==> config.mk <==
export PLATFORM = sky130hd
export DESIGN_NAME = cqm_top
export DESIGN_NICKNAME = d
export VERILOG_FILES = /design/src/core/cqm_pkg.sv /design/src/core/cqm_pair_filter.sv /design/src/core/cqm_top.sv
export SDC_FILE = /design/constraint.sdc
export NUM_CORES = 2
export LEC_CHECK = 0
export BUFFER_PORTS_ARGS = -buffer_cell sky130_fd_sc_hd__buf_2
export CORE_UTILIZATION = 35
export DETAILED_ROUTE_END_ITERATION = 12
export PLACE_DENSITY = 0.5
export SLEW_MARGIN = 20
export SYNTH_ARGS = -nofsm -noshare
export SYNTH_HDL_FRONTEND = slang
export SYNTH_SLANG_ARGS = --single-unit
==> constraint.sdc <==
create_clock -name SYS_CLK -period 21.3 [get_ports SYS_CLK]
set_input_delay 2.13 -clock SYS_CLK [delete_from_list [all_inputs] [get_ports SYS_CLK]]
set_output_delay 2.13 -clock SYS_CLK [all_outputs]
set_load 0.1 [all_outputs]
==> src/core/cqm_pkg.sv <==
package cqm_pkg;

    // ------------------------------------------------------------
    // Register map (byte addresses)
    // ------------------------------------------------------------
    localparam logic [7:0] CQM_OFS_CONFIG = 8'h00;
    localparam logic [7:0] CQM_OFS_MEAN = 8'h04;
    localparam logic [7:0] CQM_OFS_MEAN_WORST = 8'h08;
    localparam logic [7:0] CQM_OFS_QUALITY = 8'h0C;
    localparam logic [7:0] CQM_OFS_SLICER_MEAN = 8'h10;
    localparam logic [7:0] CQM_OFS_PEAK = 8'h14;
    localparam logic [7:0] CQM_OFS_THRESH_LO = 8'h18;
    localparam logic [7:0] CQM_OFS_THRESH_HI = 8'h1C;
    localparam logic [7:0] CQM_OFS_THRESH_TOP = 8'h20;

    // ------------------------------------------------------------
    // Config, quality and peak register field positions
    // ------------------------------------------------------------
    localparam int CQM_CFG_ENABLE_BIT = 0;
    localparam int CQM_CFG_SQUARE_BIT = 1;
    localparam int CQM_CFG_GIGABIT_BIT = 2;
    localparam int CQM_CFG_CAPTURE_BIT = 3;
    localparam int CQM_CFG_PAIR_LSB = 4;
    localparam int CQM_CFG_MEAN_SHIFT_LSB = 8;
    localparam int CQM_CFG_PEAK_SHIFT_LSB = 12;
    localparam int CQM_CFG_MEAN_SCALE_LSB = 16;
    localparam int CQM_CFG_PEAK_SCALE_LSB = 21;
    localparam int CQM_QUAL_WORST_LSB = 4;
    localparam int CQM_PEAK_WORST_LSB = 8;

    // ------------------------------------------------------------
    // Widths and counts
    // ------------------------------------------------------------
    localparam int CQM_PAIRS = 4;
    localparam int CQM_ERR_W = 8;
    localparam int CQM_SHIFT_W = 4;
    localparam int CQM_SCALE_W = 5;
    localparam int CQM_FRAC_W = 15;
    localparam int CQM_ACC_W = 12 + CQM_FRAC_W + 1;
    localparam int CQM_MEAN_W = 9;
    localparam int CQM_PEAK_W = 6;
    localparam logic [CQM_MEAN_W-1:0] CQM_MEAN_MAX = 9'h1FF;
    localparam logic [CQM_PEAK_W-1:0] CQM_PEAK_MAX = 6'h3F;
    localparam int CQM_PEAK_EXTRA_SHIFT = 3;
    localparam int CQM_THRESH_COUNT = 7;
    localparam real CQM_SAVE_PERIOD_MS = 1.0;
    localparam real CQM_SYMBOL_RATE_HZ = 125.0e6;
    localparam int CQM_SAVE_SYMBOLS = int'(CQM_SAVE_PERIOD_MS * CQM_SYMBOL_RATE_HZ / 1000.0);
    localparam logic [31:0] CQM_CFG_RESET = 32'h0000_0000;
    localparam logic [CQM_MEAN_W-1:0] CQM_THRESH_RESET = 9'h000;

    typedef struct packed {
        logic valid;
        logic [1:0] pair;
        logic signed [CQM_ERR_W-1:0] err;
    } cqm_sample_s;

    typedef struct packed {
        logic enable;
        logic square;
        logic gigabit;
        logic [CQM_SHIFT_W-1:0] mean_shift;
        logic [CQM_SHIFT_W-1:0] peak_shift;
    } cqm_filt_cfg_s;

endpackage

==> src/core/cqm_pair_filter.sv <==
`timescale 1ns/100ps
`default_nettype none
module cqm_pair_filter
    import cqm_pkg::*;
(
    input wire logic SYS_CLK,
    input wire logic RESET_N,
    input wire cqm_filt_cfg_s cfg,
    input wire logic sample_valid,
    input wire logic signed [CQM_ERR_W-1:0] sample_err,
    input wire logic period_end,
    output logic [CQM_ACC_W-1:0] mean_acc,
    output logic [CQM_ACC_W-1:0] peak_hold
);

    typedef struct packed {
        logic [CQM_ACC_W-1:0] mean;
        logic [CQM_ACC_W-1:0] peak;
        logic [CQM_ACC_W-1:0] period_max;
        logic [CQM_ACC_W-1:0] peak_save;
    } cqm_pf_state_s;

    cqm_pf_state_s st_q, st_d;
    logic [CQM_ERR_W-1:0] mag;
    logic [CQM_ERR_W:0] scaled;
    logic [CQM_ACC_W-1:0] target;
    logic signed [CQM_ACC_W:0] diff_m, diff_p;

    always_comb begin
        st_d = st_q;
        mag = sample_err[CQM_ERR_W-1] ? CQM_ERR_W'(-sample_err) : CQM_ERR_W'(sample_err);
        scaled = cfg.gigabit ? {mag, 1'b0} : {1'b0, mag};
        // Fixed-point target so small steps are not lost at large shifts
        if (cfg.square) begin
            target = CQM_ACC_W'(scaled * scaled) << CQM_FRAC_W;
        end else begin
            target = CQM_ACC_W'(scaled) << CQM_FRAC_W;
        end
        diff_m = $signed({1'b0, target}) - $signed({1'b0, st_q.mean});
        diff_p = $signed({1'b0, target}) - $signed({1'b0, st_q.peak});
        if (cfg.enable && sample_valid) begin
            st_d.mean = CQM_ACC_W'($signed({1'b0, st_q.mean}) + (diff_m >>> cfg.mean_shift));
            st_d.peak = CQM_ACC_W'($signed({1'b0, st_q.peak}) + (diff_p >>> cfg.peak_shift));
            if (st_d.peak > st_q.period_max) begin
                st_d.period_max = st_d.peak;
            end
        end
        if (period_end) begin
            st_d.peak_save = st_q.period_max;
            // A sample in the closing cycle already belongs to the next period
            st_d.period_max = (cfg.enable && sample_valid) ? st_d.peak : '0;
        end
        if (!cfg.enable) begin
            st_d = '0;
        end
    end

    always_ff @(posedge SYS_CLK or negedge RESET_N) begin
        if (!RESET_N) begin
            st_q <= '0;
        end else begin
            st_q <= st_d;
        end
    end

    assign mean_acc = st_q.mean;
    assign peak_hold = st_q.peak_save;

endmodule
`default_nettype wire

==> src/core/cqm_top.sv <==
// ------------------------------------------------------------
// Overview of operation
// - Each symbol adds difference of error magnitude and filtered value; doubled at gigabit.
// - Mean add-back difference is divided by two to the mean filter shift.
// - Square mode squares the scaled error before filtering.
// - Mean-square result is filtered value over two to mean scale shift, saturating 511.
// - Capture bit write loads results for chosen pair and self-clears at once.
// - Filtered mean saved every 125000 symbols; capture returns latest saved value.
// - Worst-case register holds highest mean-square since last mean result read.
// - Seven thresholds map scaled mean-square onto quality index 0 to 7.
// - Capture places the pair's current quality index in quality result register.
// - Worst-case field holds lowest quality index since last quality read.
// - With square mode clear the absolute error is filtered instead.
// - Capture places latest saved filtered error in mean slicer error register.
// - Peak filter add-back is divided by two to the peak filter shift.
// - Each 1 ms period end saves the highest peak filter output.
// - Saved peak over two to peak scale shift plus three, saturating 63.
// - Capture loads peak result with scaled peak of selected pair.
// - Peak result also holds worst peak since that register was read.
// - Input error magnitude is at most 32 gigabit, 64 at 100 Mb/s.
// ------------------------------------------------------------
`timescale 1ns/100ps
`default_nettype none
module cqm_top
    import cqm_pkg::*;
#(
    parameter int SAVE_SYMBOLS = CQM_SAVE_SYMBOLS
)
(
    input wire logic SYS_CLK,
    input wire logic RESET_N,
    input wire logic HSEL,
    input wire logic [31:0] HADDR,
    input wire logic [1:0] HTRANS,
    input wire logic HWRITE,
    input wire logic [2:0] HSIZE,
    input wire logic [31:0] HWDATA,
    input wire logic HREADY,
    output logic [31:0] HRDATA,
    output logic HREADYOUT,
    output logic HRESP,
    input wire cqm_sample_s SAMPLE
);

    // ------------------------------------------------------------
    // State
    // ------------------------------------------------------------
    typedef struct packed {
        logic bus_wr;
        logic bus_rd;
        logic [7:0] bus_addr;
        logic [31:0] rdata;
        logic [31:0] cfg;
        logic [CQM_THRESH_COUNT*CQM_MEAN_W-1:0] thresh;
        logic [16:0] sym_cnt;
        logic period_end;
        logic [CQM_PAIRS*CQM_ACC_W-1:0] mean_save;
        logic [CQM_MEAN_W-1:0] mean_res;
        logic [CQM_MEAN_W-1:0] mean_worst;
        logic [CQM_ACC_W-1:0] slicer_res;
        logic [2:0] qual_res;
        logic [2:0] qual_worst;
        logic [CQM_PEAK_W-1:0] peak_res;
        logic [CQM_PEAK_W-1:0] peak_worst;
    } cqm_state_s;

    cqm_state_s st_q, st_d;
    cqm_filt_cfg_s fcfg;
    logic [CQM_ACC_W-1:0] mean_acc [CQM_PAIRS];
    logic [CQM_ACC_W-1:0] peak_hold [CQM_PAIRS];
    logic [1:0] sel;
    logic [CQM_ACC_W-1:0] sel_mean_raw, sel_mean, sel_peak, sel_peak_int;
    logic [CQM_MEAN_W-1:0] mean_scaled;
    logic [CQM_PEAK_W-1:0] peak_scaled;
    logic [2:0] qual_now;
    logic [CQM_SCALE_W-1:0] mean_scale, peak_scale;
    logic bus_go;

    assign fcfg.enable = st_q.cfg[CQM_CFG_ENABLE_BIT];
    assign fcfg.square = st_q.cfg[CQM_CFG_SQUARE_BIT];
    assign fcfg.gigabit = st_q.cfg[CQM_CFG_GIGABIT_BIT];
    assign fcfg.mean_shift = st_q.cfg[CQM_CFG_MEAN_SHIFT_LSB +: CQM_SHIFT_W];
    assign fcfg.peak_shift = st_q.cfg[CQM_CFG_PEAK_SHIFT_LSB +: CQM_SHIFT_W];
    assign mean_scale = st_q.cfg[CQM_CFG_MEAN_SCALE_LSB +: CQM_SCALE_W];
    assign peak_scale = st_q.cfg[CQM_CFG_PEAK_SCALE_LSB +: CQM_SCALE_W];

    // ------------------------------------------------------------
    // Per-pair filters
    // ------------------------------------------------------------
    genvar gi;
    generate
        for (gi = 0; gi < CQM_PAIRS; gi++) begin : g_pair
            cqm_pair_filter u_filt (
                .SYS_CLK(SYS_CLK),
                .RESET_N(RESET_N),
                .cfg(fcfg),
                .sample_valid(SAMPLE.valid && (SAMPLE.pair == 2'(gi))),
                .sample_err(SAMPLE.err),
                .period_end(st_q.period_end),
                .mean_acc(mean_acc[gi]),
                .peak_hold(peak_hold[gi])
            );
        end
    endgenerate

    // ------------------------------------------------------------
    // Scaling and quality mapping of the selected pair
    // ------------------------------------------------------------
    always_comb begin
        sel = st_q.cfg[CQM_CFG_PAIR_LSB +: 2];
        sel_mean = st_q.mean_save[sel*CQM_ACC_W +: CQM_ACC_W];
        sel_mean_raw = sel_mean >> CQM_FRAC_W;
        sel_peak_int = peak_hold[sel] >> CQM_FRAC_W;
        // One bit wider so the largest scale plus three does not wrap
        sel_peak = sel_peak_int >> ({1'b0, peak_scale} + 6'(CQM_PEAK_EXTRA_SHIFT));
        peak_scaled = (sel_peak > CQM_ACC_W'(CQM_PEAK_MAX)) ? CQM_PEAK_MAX : sel_peak[CQM_PEAK_W-1:0];
        if ((sel_mean_raw >> mean_scale) > CQM_ACC_W'(CQM_MEAN_MAX)) begin
            mean_scaled = CQM_MEAN_MAX;
        end else begin
            mean_scaled = CQM_MEAN_W'(sel_mean_raw >> mean_scale);
        end
        // Thresholds are walked from best to worst; the last one exceeded sets the index
        qual_now = 3'h7;
        for (int k = CQM_THRESH_COUNT; k >= 1; k--) begin
            if (mean_scaled > st_q.thresh[(k-1)*CQM_MEAN_W +: CQM_MEAN_W]) begin
                qual_now = 3'(k - 1);
            end
        end
    end

    assign bus_go = HSEL && HREADY && HTRANS[1];

    // ------------------------------------------------------------
    // Bus slave and result registers
    // ------------------------------------------------------------
    always_comb begin
        st_d = st_q;
        st_d.bus_wr = bus_go && HWRITE;
        st_d.bus_rd = bus_go && !HWRITE;
        if (bus_go) begin
            st_d.bus_addr = HADDR[7:0];
        end
        st_d.cfg[CQM_CFG_CAPTURE_BIT] = 1'b0;

        st_d.period_end = 1'b0;
        if (fcfg.enable) begin
            if (SAMPLE.valid) begin
                if (st_q.sym_cnt == 17'(SAVE_SYMBOLS - 1)) begin
                    st_d.sym_cnt = '0;
                    st_d.period_end = 1'b1;
                end else begin
                    st_d.sym_cnt = st_q.sym_cnt + 17'h1;
                end
            end
        end else begin
            st_d.sym_cnt = '0;
        end
        for (int p = 0; p < CQM_PAIRS; p++) begin
            if (st_q.period_end) begin
                st_d.mean_save[p*CQM_ACC_W +: CQM_ACC_W] = mean_acc[p];
            end
        end
        if (!fcfg.enable) begin
            st_d.mean_save = '0;
        end

        // Worst trackers follow the latched results; read reloads below
        if (st_q.bus_rd && st_q.bus_addr == CQM_OFS_MEAN) begin
            st_d.mean_worst = st_q.mean_res;
        end
        if (st_q.bus_rd && st_q.bus_addr == CQM_OFS_QUALITY) begin
            st_d.qual_worst = st_q.qual_res;
        end
        if (st_q.bus_rd && st_q.bus_addr == CQM_OFS_PEAK) begin
            st_d.peak_worst = st_q.peak_res;
        end

        if (st_q.bus_wr) begin
            case (st_q.bus_addr)
                CQM_OFS_CONFIG: begin
                    st_d.cfg = HWDATA;
                end
                CQM_OFS_THRESH_LO: begin
                    st_d.thresh[0 +: 3*CQM_MEAN_W] = HWDATA[3*CQM_MEAN_W-1:0];
                end
                // Seven 9-bit thresholds need three words
                CQM_OFS_THRESH_HI: begin
                    st_d.thresh[3*CQM_MEAN_W +: 3*CQM_MEAN_W] = HWDATA[3*CQM_MEAN_W-1:0];
                end
                CQM_OFS_THRESH_TOP: begin
                    st_d.thresh[6*CQM_MEAN_W +: CQM_MEAN_W] = HWDATA[CQM_MEAN_W-1:0];
                end
                default: begin
                end
            endcase
        end

        // Capture acts one cycle after the write, with the stored pair number
        if (st_q.cfg[CQM_CFG_CAPTURE_BIT]) begin
            st_d.mean_res = mean_scaled;
            st_d.slicer_res = sel_mean_raw;
            st_d.qual_res = qual_now;
            st_d.peak_res = peak_scaled;
            if (mean_scaled > st_d.mean_worst) begin
                st_d.mean_worst = mean_scaled;
            end
            if (qual_now < st_d.qual_worst) begin
                st_d.qual_worst = qual_now;
            end
            if (peak_scaled > st_d.peak_worst) begin
                st_d.peak_worst = peak_scaled;
            end
        end

        if (bus_go && !HWRITE) begin
            case (HADDR[7:0])
                CQM_OFS_CONFIG: st_d.rdata = {6'h0, st_q.cfg[25:4], 1'b0, st_q.cfg[2:0]};
                CQM_OFS_MEAN: st_d.rdata = 32'(st_q.mean_res);
                CQM_OFS_MEAN_WORST: st_d.rdata = 32'(st_q.mean_worst);
                CQM_OFS_QUALITY: st_d.rdata = 32'({st_q.qual_worst, 1'b0, st_q.qual_res});
                CQM_OFS_SLICER_MEAN: st_d.rdata = 32'(st_q.slicer_res);
                CQM_OFS_PEAK: st_d.rdata = 32'({st_q.peak_worst, 2'b00, st_q.peak_res});
                CQM_OFS_THRESH_LO: st_d.rdata = 32'(st_q.thresh[0 +: 3*CQM_MEAN_W]);
                CQM_OFS_THRESH_HI: st_d.rdata = 32'(st_q.thresh[3*CQM_MEAN_W +: 3*CQM_MEAN_W]);
                CQM_OFS_THRESH_TOP: st_d.rdata = 32'(st_q.thresh[6*CQM_MEAN_W +: CQM_MEAN_W]);
                default: st_d.rdata = 32'h0000_0000;
            endcase
        end
    end

    always_ff @(posedge SYS_CLK or negedge RESET_N) begin
        if (!RESET_N) begin
            st_q <= '0;
            st_q.qual_res <= 3'h7;
            st_q.qual_worst <= 3'h7;
        end else begin
            st_q <= st_d;
        end
    end

    assign HRDATA = st_q.rdata;
    assign HREADYOUT = 1'b1;
    assign HRESP = 1'b0;

endmodule
`default_nettype wire

* Word-level counts from Yosys, hierarchy flattened *
Cells that the tools add are included.

word-level totals
  register bits = 758
  output and inout port bits = 34

operators by class
  $add $sub $neg = 19
  $mul = 2
  order comparisons = 17
  equality and inequality tests = 32
  shifts and indexed selects = 11
  muxes and demuxes = 58
  bitwise logic cells = 1
  reduce and logical (&&, ||, !) cells = 27

operator list
  cell                                                 number
  2-to-1 mux 112 bit                                   5
  2-to-1 mux 28 bit                                    15
  2-to-1 mux 84 bit                                    4
  case mux 27 bit (9 select lines)                     1
  >>> shifter 29 x 4 -> 28 bit                         8
  subtractor 28 x 28 -> 29 bit                         8
  adder 28 bit                                         8
  2-to-1 mux 56 bit                                    4
  > comparator 28 bit                                  4
  indexed part select 112 x 8 -> 28 bit                1
  > comparator 9 bit                                   8
  2-to-1 mux 67 bit                                    1
  binary-select mux 28 bit (select 2 bit)              1
  equality test 8 x 5 -> 1 bit, second input constant  7
  2-to-1 mux 55 bit                                    1
  2-to-1 mux 27 bit                                    2
  2-to-1 mux 9 bit                                     5
  2-to-1 mux 17 bit                                    2
  > comparator 28 x 6 -> 1 bit, second input constant  1
  > comparator 28 x 9 -> 1 bit, second input constant  1
  right shift 13 x 5 -> 28 bit                         1
  right shift 13 x 6 -> 28 bit                         1
  equality test 8 x 4 -> 1 bit, second input constant  3
  != test 3 x 2 -> 1 bit, second input constant        8
  other kinds (28)                                     67

* Longest topological paths before layout *
  word-level depth = 16
  mapped depth = 58
  gate-level depth less buffers = 56

* Hierarchy *
Synthesis repeated with hierarchy kept, for this count alone.

second synthesis, totals
  cells, all modules = 9115
  area, all modules = 76523.4 sq um

modules (own cells, without submodules)
  module                              times used  cells each  area an instance (sq um)  seq. area each (sq um)
  cqm_pair_filter (g_pair[2].u_filt)  1           1953        15695.1                   2802.7
  cqm_pair_filter (g_pair[0].u_filt)  1           1968        15690.0                   2802.7
  cqm_pair_filter (g_pair[1].u_filt)  1           1936        15501.1                   2802.7
  cqm_pair_filter (g_pair[3].u_filt)  1           1902        15292.2                   2802.7
  cqm_top                             1           1356        14345.0                   6138.4

* Worst setup path after synthesis *
Ideal clock, no wire load.

  path type = input to register
  start = input port SAMPLE[1] in the netlist's numbering
  end = register g_pair[1].u_filt.st_q[29] in the netlist's numbering
  arrival time = 12.826 ns
  data required time = 21.180 ns
  slack = 8.354 ns
  cell stages on the path = 50
  buffers on the path = 1
  path through = or3_1 o31ai_1 xor2_1 mux2_2 inv_1 nand2_1 fa_1 inv_1 fa_1 inv_1 fa_1 fa_1 inv_1 ha_1 nor2b_1 o21ai_0 nand2b_1 nand2_1 [... 14 more ...] a211o_1 a211oi_1 nor3_1 o2111ai_1 a31oi_1 a221o_1 a21oi_1 xnor2_1 inv_1 ha_1 nand3_1 nor3_1 nand4_1 or4_1 a21oi_1 nor2_1 clkbuf_1 a31o_2

on the way
  longest elaborated chain between the ends = 12

RTL lines
  element                                                      RTL line               RTL
  start: declaration                                           cqm_top.sv:42          input wire cqm_sample_s SAMPLE
  negator 8 bit                                                cqm_pair_filter.sv:31  mag = sample_err[CQM_ERR_W-1] ? CQM_ERR_W'(-sample_err) : CQM_ERR_W'(sample_err);
  2-to-1 mux 8 bit (*)                                         cqm_pair_filter.sv:31
  2-to-1 mux 9 bit (*)                                         cqm_pair_filter.sv:32  scaled = cfg.gigabit ? {mag, 1'b0} : {1'b0, mag};
  multiplier 9 x 9 -> 13 bit                                   cqm_pair_filter.sv:35  target = CQM_ACC_W'(scaled * scaled) << CQM_FRAC_W;
  2-to-1 mux 28 bit (*)                                        cqm_pair_filter.sv:34  if (cfg.square) begin
  subtractor 28 x 28 -> 29 bit (*)                             cqm_pair_filter.sv:40  diff_p = $signed({1'b0, target}) - $signed({1'b0, st_q.peak});
  >>> shifter 29 x 4 -> 28 bit (*)                             cqm_pair_filter.sv:43  st_d.peak = CQM_ACC_W'($signed({1'b0, st_q.peak}) + (diff_p >>> cfg.peak_shift));
  adder 28 bit (*)                                             cqm_pair_filter.sv:43
  branches (longest 4 deep; another with > comparator 28 bit)  n/a
  end signal: assignment                                       cqm_pair_filter.sv:62  st_q <= st_d;
  end: declaration                                             cqm_pair_filter.sv:23  cqm_pf_state_s st_q, st_d;

Every way passes the cells marked *. The select of a mux whose other input is x is not followed.
A chain may end at the register's enable or synchronous reset.

* Final worst setup path *
Same ends and word-level chain as after synthesis.

==> insert_results.sql <==
INSERT INTO impl_metrics (metric_group, metric, value, unit) VALUES
('synth', 'synth-xor-area-share', '0.05095', ''),
('grt', 'grt_overflow_total', '0', ''),
('sta', 'unrepaired_setup_endpoints_after_global_routing', 'false', ''),
('synth', 'synth_ff_type', 'sky130_fd_sc_hd__dfrtp_1', ''),
('sta', 'final_min_period_over_clock_period', '0.7172', ''),
('grt', 'grt_usage', '0.2170', ''),
('setup_path', 'critical_path.endpoint_type', 'flop', ''),
('clock_network', 'cts-htree-levels', '3', ''),
('synth', 'mappedNetlistArea', '61030', 'sq um'),
('placed_design', 'numPortBuffers', '78', ''),
('sta', 'worst_slew_pin_slew', '1.218', 'ns'),
('run', 'max_cap_violations', '0', ''),
('setup_path', 'class_of_the_most_critical_setup_path', 'in -> reg', ''),
('sta', 'totalNegativeSetupSlack', '0', 'ns'),
('floorplanning', 'die_w', '419.6', 'microns'),
('synth', 'adder_cell_area_share_of_the_yosys_netlist', '0.1265', ''),
('clock_network', 'cts_post_setup_buffers_inserted', '0', ''),
('synth', 'synth_compound_gate_area_share', '0.2293', ''),
('grt', 'grt_max_degree', '173', ''),
('route', 'drc_errors', '0', ''),
('route', 'vias', '53900', ''),
('setup_path', 'setup.worst_path.start_class', 'primary input', ''),
('sta', 'clock_skew', '0.07386', 'ns'),
('sta', 'finalHoldWorstSlack', '0.4734', 'ns'),
('grt', 'number_of_antenna_violations_at_the_first_check_in_global_routing', '6', ''),
('synth', 'post_synth_num_cell_types', '105', ''),
('grt', 'grt_pass1_vias', '52500', ''),
('sta', 'relSlewSlack', '0.1819', ''),
('setup_path', 'critPathMaxFanout', '29', ''),
('clock_network', 'clk_pin_slew_worst_paths', '0.06', 'ns'),
('floorplanning', 'die_height', '419.6', 'microns'),
('clock_network', 'ctsResizeCount', '0', ''),
('clock_network', 'cts-hold-fix-buffers', '0', ''),
('route', 'wirelength', '193200', 'microns'),
('synth', 'synth_edf_count', '0', ''),
('finish', 'flow.area_growth_from_synthesis', '9.039', '%'),
('sta', 'final_slew_violations', '0', ''),
('setup_path', 'crit_path_frequent_cell', 'sky130_fd_sc_hd__inv_1', ''),
('placed_design', 'place.detailed.hpwl', '143400', 'microns'),
('finish', 'leading_cell_type_in_the_layout_fill_and_taps_excluded', 'sky130_fd_sc_hd__nand2_1', ''),
('floorplanning', 'io_pins', '119', ''),
('floorplanning', 'die-area', '176000', 'sq um'),
('clock_network', 'ctsRootBufferMaster', 'sky130_fd_sc_hd__clkbuf_16', ''),
('clock_network', 'clk_latency', '0.75', 'ns'),
('route', 'routedWlPerCell', '20.18', 'microns'),
('setup_path', 'critPathArrivalTime', '15.87', 'ns'),
('clock_network', 'cts_tree', 'done', ''),
('route', 'drt.antenna.violating_nets', '0', ''),
('synth', 'simple_gate_area_share_of_the_yosys_netlist', '0.1576', ''),
('synth', 'async_reset_ff_frac', '1.000', ''),
('floorplanning', 'floorplan.core_area', '172300', 'sq um'),
('route', 'drt_first_iter_violations', '4055', ''),
('synth', 'sequential_area_share_after_synthesis', '0.2548', ''),
('setup_path', 'critPathMaxStageDelay', '0.67', 'ns'),
('finish', 'share_of_post_route_cells_with_drive_strength_above_1', '0.08896', ''),
('synth', 'combinational_family_with_the_most_area_after_synthesis', 'compound AO/OA/AOI/OAI gates', ''),
('clock_network', 'clock_sinks', '621', ''),
('setup_path', 'crit_path_top_delay_cell', 'sky130_fd_sc_hd__or4_1', ''),
('synth', 'ys_seq_elements', '621', ''),
('status', 'outcome', 'finished, final reports clean', ''),
('finish', 'layout_common_cells', '632 x sky130_fd_sc_hd__nand2_1, 605 x sky130_fd_sc_hd__dfrtp_1, 586 x sky130_fd_sc_hd__nor2_1', ''),
('synth', 'synth.yosys.warnings', '0', ''),
('synth', 'post_synth_mux_area_share', '0.1232', ''),
('sta', 'min_period', '15.28', 'ns'),
('finish', 'n_fill_cell', '17670', ''),
('clock_network', 'cts_made_buffers', '82', ''),
('floorplanning', 'row_count', '152', ''),
('sta', 'report.final.hold_viol_count', '0', ''),
('finish', 'final_net_count', '7877', ''),
('synth', 'syn-instance-count', '7330', ''),
('synth', 'synthesis.area_per_instance', '8.326', 'sq um');
## per-stage QoR
| step | worst slack [ns] | area (sq um) | instances |
|---|---|---|---|
| 6_report | 6.024 | 66540 | 9574 |
| 5_1_grt | 5.250 | 66540 | 9573 |
| 4_1_cts | 6.217 | 66510 | 9571 |
| 3_5_place_dp | 5.507 | 63660 | 9424 |
| 3_3_place_gp | 5.591 | 63630 | 9423 |
| 2_1_floorplan | 8.354 | 61070 | 7341 |
## worst register-to-register path: cells and delay by family (launching register included)
kind | cells | cell delay (ns)
compound gates | 13 | 3.67
xor+xnor | 2 | 0.35
fa+ha+maj | 8 | 2.93
buf+inv | 7 | 0.96
flops | 1 | 0.82
mux | 5 | 1.99
simple gates | 15 | 3.17
## cells by family (layout without fill, tap and decap cells)
logic type | count (synthesis) | count (layout)
xor gates and xnor gates | 355 | 355
AOI/OAI and AO/OA | 2166 | 2166
other | 2 | 15
buffers and inverters | 894 | 815
muxes | 638 | 638
adders and majority gates | 593 | 593
and+or+nand+nor | 2061 | 2061
DFF | 621 | 621
## layer usage
layer / GRT usage / vias to the layer above / share of wire
met2: 0.3568 / 1086 / 0.46
met1: 0.2963 / 26230 / 0.47
li1: - / 26340 / -
met5: 0 / - / 0
met3: 0.02519 / 246 / 0.041
met4: 0.06557 / 0 / 0.029
## path summary, 6_finish.rpt
check                      startpoint                        end  slack, ns  cells past startpoint
max                         SAMPLE[1]  g_pair[1].u_filt.st_q[29]       6.02                     55
min                        HRDATA[13]                 HRDATA[13]       0.47                      1
max reg2reg                   fcfg[8]  g_pair[1].u_filt.st_q[29]       7.24                     50
min reg2reg                HRDATA[13]                 HRDATA[13]       0.47                      1
max in group asynchronous     RESET_N                    fcfg[4]      17.45                      3
min in group asynchronous     RESET_N  g_pair[1].u_filt.st_q[65]       1.41                      1
## sequential cells by signal, indices dropped and copies added, names as in the netlist
name	flops
st_q	195
g_pair.u_filt.st_q	224
mean_scale	5
sel	2
g_pair.u_filt.peak_hold	40
HRDATA	27
g_pair.u_filt.mean_acc	112
peak_scale	5
fcfg	11
## synth_stat cells (all sizes together) (56+ instances only)
cell    number  area share
nand3      172       0.014
a211oi     122       0.015
and2        85      0.0087
a31oi       70      0.0072
xor2       145       0.021
mux4        75       0.028
o21ai      576       0.047
nand2      634       0.039
nor3       142       0.012
nor2b       61      0.0063
nand2b      86      0.0088
xnor2      210       0.030
clkbuf     289       0.018
mux2i      409       0.067
buf        106      0.0090
a22o        86       0.012
nor2       592       0.036
inv        495       0.030
a21o       225       0.028
mux2       154       0.028
ha         553        0.11
a21oi      531       0.044
o21a        85       0.010
and3        56      0.0057
dfrtp      615        0.25
## final cells by class
cell class,count,area [sq um],share of cell area
Timing Repair Buffer,169,1136,0.01707
Clock inverter,39,615.6,0.009251
Multi-Input combinational cell,5826,42200,0.6341
Clock buffer,108,2240,0.03366
Sequential cell,621,15570,0.2341
Antenna cell,2,5.005,0.00007521
Tap cell,2310,2890,0.04343
Inverter,499,1884,0.02832
Power is not shown: default switching activity piles up to over one toggle a cycle in this logic, so the estimate is an artifact.
